$ cat src/logic/hlpt_pkg.sv
`default_nettype none
package hlpt_pkg;
    // ----------------------------------------
    // Register map
    // ----------------------------------------
    localparam logic [3:0] CONTROL_OFS = 4'h0;
    localparam logic [3:0] PERIOD_OFS = 4'h1;
    localparam logic [3:0] WIDTH_OFS = 4'h2;
    localparam logic [3:0] COUNT_OFS = 4'h3;
    localparam logic [3:0] STATUS_OFS = 4'h4;
    localparam logic [3:0] MASK_OFS = 4'h5;
    localparam logic [3:0] TICK_OFS = 4'h6;

    // ----------------------------------------
    // Control layout
    // ----------------------------------------
    localparam int RUN_BIT = 7;
    localparam int PWM_EN_BIT = 6;
    localparam int CLK_SEL_BIT = 5;
    localparam int MODE_MSB = 4;
    localparam logic [7:0] CONTROL_RESET = 8'h00;
    localparam logic [7:0] PERIOD_RESET = 8'hff;
    localparam logic [7:0] WIDTH_RESET = 8'h00;
    localparam logic [15:0] TICK_RESET = 16'h0000;

    // ----------------------------------------
    // Modes and events
    // ----------------------------------------
    localparam logic [4:0] MODE_GATED = 5'h00;
    localparam logic [4:0] MODE_ONESHOT_LOW = 5'h0e;
    localparam logic [4:0] MODE_ONESHOT_HIGH = 5'h0f;
    localparam int EV_MATCH = 0;
    localparam int EV_TRIGGER = 1;
    localparam int EV_DONE = 2;
    localparam int EV_COUNT = 3;

    typedef enum logic [1:0] {
        ST_IDLE = 2'b00,
        ST_ARMED = 2'b01,
        ST_COUNT = 2'b10
    } shot_state_t;
endpackage
`default_nettype wire

$ cat src/logic/hlpt_sync.sv
`default_nettype none
// Two-flop synchroniser for one level
module hlpt_sync (
    input wire logic clk,
    input wire logic srst,
    input wire logic din,
    output logic dout
);
    logic stage;

    // Stage then output, nothing reads stage otherwise
    always_ff @(posedge clk) begin
        if (srst) begin
            stage <= 1'b0;
            dout <= 1'b0;
        end else begin
            stage <= din;
            dout <= stage;
        end
    end
endmodule
`default_nettype wire

$ cat src/logic/hw_limit_period_timer.sv
// The implementer's own choices: the register addresses and the plain strobed port.
`default_nettype none
module hw_limit_period_timer (
    input wire logic SYS_CLK,
    input wire logic SRST,
    input wire logic [3:0] ADDR,
    input wire logic [15:0] WDATA,
    input wire logic WR,
    input wire logic RD,
    output logic [15:0] RDATA,
    input wire logic EXTERNAL_RESET_INPUT,
    input wire logic TIMER_CLOCK_INPUT,
    output logic PWM_OUT,
    output logic POSTSCALED_MATCH_OUT,
    output logic [9:0] TIME_BASE,
    output logic IRQ
);
    // ----------------------------------------
    // State
    // ----------------------------------------
    logic [7:0] timer_control_reg;
    logic [7:0] period_value;
    logic [7:0] pulse_width_value;
    logic [7:0] count_value;
    logic [1:0] sub_count;
    logic [15:0] tick_divider;
    logic [15:0] tick_count;
    logic [3:0] status;
    logic [3:0] mask;
    logic ext_sync;
    logic ext_prev;
    logic clk_sync;
    logic clk_prev;
    logic run_sync;
    logic run_prev;
    hlpt_pkg::shot_state_t shot_state;
    hlpt_pkg::shot_state_t next_shot_state;

    // ----------------------------------------
    // Input synchronisers
    // ----------------------------------------
    // External reset level, two flops
    hlpt_sync ext_sync_i (
        .clk(SYS_CLK),
        .srst(SRST),
        .din(EXTERNAL_RESET_INPUT),
        .dout(ext_sync)
    );

    // Tick source pin, two flops
    hlpt_sync clk_sync_i (
        .clk(SYS_CLK),
        .srst(SRST),
        .din(TIMER_CLOCK_INPUT),
        .dout(clk_sync)
    );

    // ----------------------------------------
    // Decode
    // ----------------------------------------
    wire [4:0] mode = timer_control_reg[hlpt_pkg::MODE_MSB:0];
    wire run = timer_control_reg[hlpt_pkg::RUN_BIT];
    wire pwm_en = timer_control_reg[hlpt_pkg::PWM_EN_BIT];
    wire use_pin_clock = timer_control_reg[hlpt_pkg::CLK_SEL_BIT];
    wire is_low = (mode == hlpt_pkg::MODE_ONESHOT_LOW);
    wire is_high = (mode == hlpt_pkg::MODE_ONESHOT_HIGH);
    wire one_shot = is_low | is_high;
    wire gated = (mode == hlpt_pkg::MODE_GATED);
    // Reset level: low for 01110, high for 01111
    wire at_reset_level = is_high ? ext_sync : ~ext_sync;
    wire prev_reset_level = is_high ? ext_prev : ~ext_prev;
    wire start_edge = one_shot & prev_reset_level & ~at_reset_level;

    // ----------------------------------------
    // Tick source
    // ----------------------------------------
    // Internal tick: divider period from register, or synchronised pin edge
    wire int_tick = (tick_count >= tick_divider); // Shrunk divider cannot stall
    wire pin_tick = clk_sync & ~clk_prev;
    wire tick = use_pin_clock ? pin_tick : int_tick;
    // Run takes effect with a registered copy of the bit for the pin tick source, directly otherwise
    wire run_eff = use_pin_clock ? run_sync : run;

    // Count compares and qualified steps
    wire count_at_period = (count_value == period_value);
    wire count_at_width = (count_value == pulse_width_value);
    wire counting = gated ? run_eff : (shot_state == hlpt_pkg::ST_COUNT);
    wire step = tick & counting;
    wire wrap = step & count_at_period;
    wire shot_match = one_shot & wrap;
    wire width_hit = step & count_at_width;
    // Start edge counts only while armed and running
    wire shot_start = one_shot & run_eff & start_edge & (shot_state == hlpt_pkg::ST_ARMED);

    // ----------------------------------------
    // Bus decode
    // ----------------------------------------
    wire wr_ctl = WR & (ADDR == hlpt_pkg::CONTROL_OFS);
    wire wr_per = WR & (ADDR == hlpt_pkg::PERIOD_OFS);
    wire wr_wid = WR & (ADDR == hlpt_pkg::WIDTH_OFS);
    wire wr_sts = WR & (ADDR == hlpt_pkg::STATUS_OFS);
    wire wr_msk = WR & (ADDR == hlpt_pkg::MASK_OFS);
    wire wr_tck = WR & (ADDR == hlpt_pkg::TICK_OFS);
    wire [3:0] events;
    wire [3:0] next_status;
    wire [15:0] read_mux =
        (ADDR == hlpt_pkg::CONTROL_OFS) ? {8'h00, timer_control_reg} :
        (ADDR == hlpt_pkg::PERIOD_OFS) ? {8'h00, period_value} :
        (ADDR == hlpt_pkg::WIDTH_OFS) ? {8'h00, pulse_width_value} :
        (ADDR == hlpt_pkg::COUNT_OFS) ? {8'h00, count_value} :
        (ADDR == hlpt_pkg::STATUS_OFS) ? {12'h000, status} :
        (ADDR == hlpt_pkg::MASK_OFS) ? {12'h000, mask} :
        (ADDR == hlpt_pkg::TICK_OFS) ? tick_divider : 16'h0000;

    // Event vector
    assign events[hlpt_pkg::EV_MATCH] = wrap;
    assign events[hlpt_pkg::EV_TRIGGER] = start_edge & run_eff;
    assign events[hlpt_pkg::EV_DONE] = shot_match;
    assign events[hlpt_pkg::EV_COUNT] = width_hit;

    // Per-event sticky bits, set wins over write-one clear
    for (genvar i = 0; i < $bits(status); i++) begin : g_sticky
        assign next_status[i] = events[i] | (status[i] & ~(wr_sts & WDATA[i]));
    end

    // ----------------------------------------
    // One-shot sequencer
    // ----------------------------------------
    // Idle until run, armed waits for edge, count until match (to idle) or reset level (back to armed)
    always_comb begin
        next_shot_state = shot_state;
        case (shot_state)
            hlpt_pkg::ST_IDLE: begin
                if (one_shot & run & run_eff) begin
                    next_shot_state = hlpt_pkg::ST_ARMED;
                end
            end
            hlpt_pkg::ST_ARMED: begin
                if (~one_shot | ~run_eff) begin
                    next_shot_state = hlpt_pkg::ST_IDLE;
                end else if (start_edge) begin
                    next_shot_state = hlpt_pkg::ST_COUNT;
                end
            end
            hlpt_pkg::ST_COUNT: begin
                if (~one_shot | ~run_eff | shot_match) begin
                    next_shot_state = hlpt_pkg::ST_IDLE;
                end else if (at_reset_level) begin
                    next_shot_state = hlpt_pkg::ST_ARMED;
                end
            end
            default: begin
                next_shot_state = hlpt_pkg::ST_IDLE;
            end
        endcase
    end

    // Sequencer state
    always_ff @(posedge SYS_CLK) begin
        if (SRST) begin
            shot_state <= hlpt_pkg::ST_IDLE;
        end else begin
            shot_state <= next_shot_state;
        end
    end

    // Edge history of the synchronised pins
    always_ff @(posedge SYS_CLK) begin
        if (SRST) begin
            ext_prev <= 1'b0;
            clk_prev <= 1'b0;
        end else begin
            ext_prev <= ext_sync;
            clk_prev <= clk_sync;
        end
    end

    // Run bit delayed two cycles for the pin tick source
    always_ff @(posedge SYS_CLK) begin
        if (SRST) begin
            run_prev <= 1'b0;
            run_sync <= 1'b0;
        end else begin
            run_prev <= run;
            run_sync <= run_prev;
        end
    end

    // ----------------------------------------
    // Tick divider
    // ----------------------------------------
    // Instruction-clock style tick from system clock
    always_ff @(posedge SYS_CLK) begin
        if (SRST | int_tick) begin
            tick_count <= hlpt_pkg::TICK_RESET;
        end else begin
            tick_count <= tick_count + 16'h0001;
        end
    end

    // ----------------------------------------
    // Counter
    // ----------------------------------------
    // Count, wrap at period, clear at reset level
    always_ff @(posedge SYS_CLK) begin
        if (SRST) begin
            count_value <= 8'h00;
        end else if (one_shot & (at_reset_level | shot_match)) begin
            count_value <= 8'h00;
        end else if (step) begin
            if (count_at_period) begin
                count_value <= 8'h00;
            end else begin
                count_value <= count_value + 8'h01;
            end
        end
    end

    // Low two bits of ten-bit time base
    always_ff @(posedge SYS_CLK) begin
        if (SRST | wrap | (one_shot & at_reset_level)) begin
            sub_count <= 2'b00;
        end else if (counting) begin
            sub_count <= sub_count + 2'b01;
        end
    end

    // ----------------------------------------
    // Drive output
    // ----------------------------------------
    // On at start edge in one-shot or at period wrap otherwise, off at width or period clear
    always_ff @(posedge SYS_CLK) begin
        if (SRST | ~pwm_en) begin
            PWM_OUT <= 1'b0;
        end else if (one_shot) begin
            if (shot_start) begin
                PWM_OUT <= 1'b1;
            end else if (width_hit | shot_match | at_reset_level) begin
                PWM_OUT <= 1'b0;
            end
        end else if (wrap) begin
            PWM_OUT <= (pulse_width_value != 8'h00);
        end else if (width_hit) begin
            PWM_OUT <= 1'b0;
        end
    end

    // Match pulse at every period wrap
    always_ff @(posedge SYS_CLK) begin
        if (SRST) begin
            POSTSCALED_MATCH_OUT <= 1'b0;
        end else begin
            POSTSCALED_MATCH_OUT <= wrap;
        end
    end

    // Ten-bit time base, count above the sub-count
    always_ff @(posedge SYS_CLK) begin
        if (SRST) begin
            TIME_BASE <= 10'h000;
        end else begin
            TIME_BASE <= {count_value, sub_count};
        end
    end

    // ----------------------------------------
    // Registers
    // ----------------------------------------
    // Control: software write, hardware clears run on one-shot match
    always_ff @(posedge SYS_CLK) begin
        if (SRST) begin
            timer_control_reg <= hlpt_pkg::CONTROL_RESET;
        end else if (wr_ctl) begin
            timer_control_reg <= WDATA[7:0];
        end else if (shot_match) begin
            timer_control_reg[hlpt_pkg::RUN_BIT] <= 1'b0;
        end
    end

    // Period, width, divider
    always_ff @(posedge SYS_CLK) begin
        if (SRST) begin
            period_value <= hlpt_pkg::PERIOD_RESET;
            pulse_width_value <= hlpt_pkg::WIDTH_RESET;
            tick_divider <= hlpt_pkg::TICK_RESET;
        end else begin
            if (wr_per) begin
                period_value <= WDATA[7:0];
            end
            if (wr_wid) begin
                pulse_width_value <= WDATA[7:0];
            end
            if (wr_tck) begin
                tick_divider <= WDATA;
            end
        end
    end

    // Sticky status, next value from the per-bit terms
    always_ff @(posedge SYS_CLK) begin
        if (SRST) begin
            status <= 4'h0;
        end else begin
            status <= next_status;
        end
    end

    // Interrupt mask
    always_ff @(posedge SYS_CLK) begin
        if (SRST) begin
            mask <= 4'h0;
        end else if (wr_msk) begin
            mask <= WDATA[3:0];
        end
    end

    // Read data, zero outside a read
    always_ff @(posedge SYS_CLK) begin
        if (SRST) begin
            RDATA <= 16'h0000;
        end else begin
            RDATA <= RD ? read_mux : 16'h0000;
        end
    end

    // Level interrupt from unmasked status
    always_ff @(posedge SYS_CLK) begin
        if (SRST) begin
            IRQ <= 1'b0;
        end else begin
            IRQ <= |(status & mask);
        end
    end
endmodule
`default_nettype wire

$ cat config.mk
export PLATFORM = sky130hd
export DESIGN_NAME = hw_limit_period_timer
export DESIGN_NICKNAME = d
export VERILOG_FILES = /design/src/logic/hlpt_pkg.sv /design/src/logic/hlpt_sync.sv /design/src/logic/hw_limit_period_timer.sv
export SDC_FILE = /design/constraint.sdc
export NUM_CORES = 1
export LEC_CHECK = 0
export ABC_AREA = 1
export ABC_CLOCK_PERIOD_IN_PS = 2300
export BUFFER_PORTS_ARGS = -buffer_cell sky130_fd_sc_hd__buf_2
export CORE_MARGIN = 10
export CORE_UTILIZATION = 58
export CTS_CLUSTER_SIZE = 14
export DETAILED_ROUTE_END_ITERATION = 10
export GPL_TIMING_DRIVEN = 0
export PLACE_DENSITY = 0.87
export SYNTH_ARGS = -nofsm -noshare
export SYNTH_HDL_FRONTEND = slang
export SYNTH_SLANG_ARGS = --single-unit
$ cat constraint.sdc
create_clock -name SYS_CLK -period 2.3 [get_ports SYS_CLK]
set_clock_uncertainty 0.1 [all_clocks]
set_input_delay 0.575 -clock SYS_CLK [delete_from_list [all_inputs] [get_ports SYS_CLK]]
set_output_delay 0.575 -clock SYS_CLK [all_outputs]
set_load 0.05 [all_outputs]
==> results.sh <==
export IMPL_clockBufferDepth=2
export IMPL_intPower_mw=4.07
export IMPL_std_cell_rows=34
export IMPL_hold_slack_ps=147
export IMPL_top_regs="RDATA: 16 flops, tick_count: 16 flops, tick_divider: 16 flops"
export IMPL_core_area_um2=8720
export IMPL_synth_seq_cells=113
export IMPL_grt_overflow=0
export IMPL_antenna_found_initial=0
export IMPL_synth_top_area_share_pct=43.7
export IMPL_crit_required_ps=2590
export IMPL_ctsRootBufferMaster="clkbuf_8"
export IMPL_power_switching_mw=1.21
export IMPL_syn_area_um2=5170
export IMPL_clk_latency_ps=530
export IMPL_place_gp_congestion=0.990
export IMPL_crit_fanout=8
export IMPL_num_vias=4814
export IMPL_power_share_clock_pct=53.9
export IMPL_yosys_area_top_type="dfxtp_1"
export IMPL_combPwrFrac_pct=7.4
export IMPL_synth_yosys_seq_area_share_pct=43.7
export IMPL_path_clk_slew_ps=60
export IMPL_drt_iter0_drc=421
export IMPL_drive_gt1_share_pct=18.9
export IMPL_hold_class="in2reg"
export IMPL_hold_viol=0
export IMPL_worstMarginPinSlew_ps=865
export IMPL_syn_inst=659
export IMPL_area_delta_synth_final_pct=20.7
export IMPL_grt_pass1_vias=4507
export IMPL_cts_buffers_inserted=17
export IMPL_p_per_area_nw_per_um2=846
export IMPL_max_freq_mhz=456
export IMPL_fin_setup_tns_ps=0
export IMPL_peakVddDrop_uv=579
export IMPL_grt_max_degree=17
export IMPL_report_final_slew_viol_count=0
export IMPL_crit_arrival_ps=2480
export IMPL_finalSetupViolCount=0
export IMPL_worst_setup_path_type="reg2reg"
export IMPL_die_area_um2=13100
export IMPL_die_w_um=114
export IMPL_post_route_cell_area_um2=6240
export IMPL_switching_share_pct=22.9
export IMPL_period_share_pct=95.4
export IMPL_ctsHtreeMaxLevel=4
export IMPL_diodes=0
export IMPL_cpPeakStageDelay_ps=340
export IMPL_yosysUniqueCellTypes=44
export IMPL_worst_slew_margin_rel_pct=40.9
export IMPL_power_frac_seq_pct=38.6
export IMPL_vias_per_cell=5.64
export IMPL_nFillCells=650
export IMPL_dp_hpwl_um=10200
export IMPL_fin_crit_ps=2200
export IMPL_max_cap_viol_count=0
export IMPL_cpMaxStageDelayCell="ha_1"
export IMPL_routed_wl_um=14200
export IMPL_cts_tree="built"
export IMPL_ff_latch_area_um2=2260
export IMPL_final_nets=777
export IMPL_cts_sinks=113
export IMPL_remaining_drc_errors=0
export IMPL_grt_use_total_pct=21.5
export IMPL_fin_total_pwr_mw=5.28
export IMPL_synthTopCellsByArea="dfxtp_1 (44%), inv_1 (7.0%), nand2_1 (7.0%), a21oi_1 (6.1%), nor2_1 (5.4%)"
export IMPL_io_pins=55
export IMPL_fin_util_pct=71.6
export IMPL_ant_nets=0
export IMPL_cp_end_kind="register"
export IMPL_initial_core_util_pct=59.3
export IMPL_synth_avg_cell_area_um2=7.85
export IMPL_dr_pass1_iters=5
export IMPL_die_y_um=114
export IMPL_cts_hold_buf=0
export IMPL_post_drt_wl_per_cell_um=16.6
export IMPL_path_cells="inv_1 > ha_1 > nand4_1 > nor3_1 > nand2_2 > nand3_4 > nand3_4 > inv_1 > nand2_1 > nand3_1 > a21oi_1"
export IMPL_place_area_um2=5570
export IMPL_ys_warn_count=0
export IMPL_multi_input_area_um2=2460
export IMPL_portBuffers=53
export IMPL_grt_pass1_wl_um=22200
export IMPL_leakage_nw=2.71
export IMPL_outcome="finished, final reports clean"
export IMPL_startpoint_type="register"
export IMPL_syn_num_nets=703
-- layout by cell type, fill, tap and decap left out, types with 18 or more instances in the layout --
cell type | Yosys | layout
ha_1 | 18 | 18
inv_1 | 96 | 96
buf_2 | 6 | 59
a21oi_1 | 63 | 62
nor2_1 | 74 | 74
o21ai_0 | 42 | 42
nand2_1 | 96 | 95
dfxtp_1 | 113 | 113
-- final cells by class --
class	count	area share (%)
clock buffer	22	7.42
tap	108	2.16
clock inverter	9	2.87
timing repair buffer	55	4.49
sequential	113	36.2
multi-input combinational	425	39.3
inverter	107	6.51
buffer	14	0.962
-- power groups by stage --
| stage | Clock [mW] | Combinational [mW] | Sequential, mW |
|---|---|---|---|
| 5_1_grt | 2.95 | 0.431 | 2.04 |
| 2_1_floorplan | 0 | 0.242 | 2.09 |
| 6_report | 2.85 | 0.393 | 2.04 |
| 3_5_place_dp | 0 | 0.370 | 2.08 |
| 4_1_cts | 2.85 | 0.377 | 2.04 |
| 3_3_place_gp | 0 | 0.355 | 2.08 |
-- logic make-up (layout without fill, tap and decap cells) --
kind of cell | Yosys count | count (layout) | share of synthesized area (%)
flip-flops | 113 | 113 | 43.7
AO/OA/AOI/OAI | 139 | 139 | 15.0
XOR/XNOR | 23 | 23 | 3.90
buffers and inverters | 121 | 207 | 9.02
AND/OR/NAND/NOR | 245 | 245 | 24.0
adder cells (fa/ha/maj) | 18 | 18 | 4.36
-- critical path: cells and delay by family (launching register included) --
kind / cells / cell delay (ps)
AOI/OAI and AO/OA: 1 / 60
adders and majority gates: 1 / 340
buffers and inverters: 2 / 170
DFF: 1 / 310
and+or+nand+nor: 7 / 1080
-- final timing paths --
check | from | endpoint | slack (ps) | cells past startpoint
min | TIMER_CLOCK_INPUT | clk_sync_i.stage | 150 | 3
min reg2reg | run_prev | run_sync | 300 | 2
max reg2reg | tick_divider[11] | timer_control_reg[7] | 100 | 11
max | tick_divider[11] | timer_control_reg[7] | 100 | 11
-- synthesized netlist by cell type, drive strengths merged --
master and count:
dfxtp 113, inv 106, nand2 103, nor2 85, a21oi 63, o21ai 49
nand3 23, ha 18, xnor2 16, nor3 14, nand4 11, buf 7
clkbuf 7, o22ai 7, xor2 7, nor3b 5, o211ai 5, a211oi 4
a221oi 3, nor4 3, o2111ai 2, o21a 2, a2111oi 1, a31oi 1
clkinv 1, o211a 1, o221ai 1, or2 1
-- layer usage --
layer / share of wire, % / GRT usage (%) / wire length [um] / vias up
li1: - / - / - / 2300
met1: 39 / 25.7 / 5510 / 2206
met2: 47 / 34.4 / 6680 / 268
met3: 12 / 7.60 / 1670 / 40
met4: 2.2 / 8.94 / 308 / 0
met5: 0 / 0 / 0 / -
-- repair_timing --
| action | CTS | global route |
|---|---|---|
| resized for setup | 0 | 3 |
| buffers inserted | 0 | 2 |
| endpoints found under the setup margin | 0 | 7 |
-- through the flow --
stage,instances,setup WS [ps]
floorplan,659,416
global placement,820,73.7
detailed placement,820,-6.73
CTS,851,65.8
global route,853,-4.17
finish,853,105
Note: power is estimated with default switching activity, not from simulation.
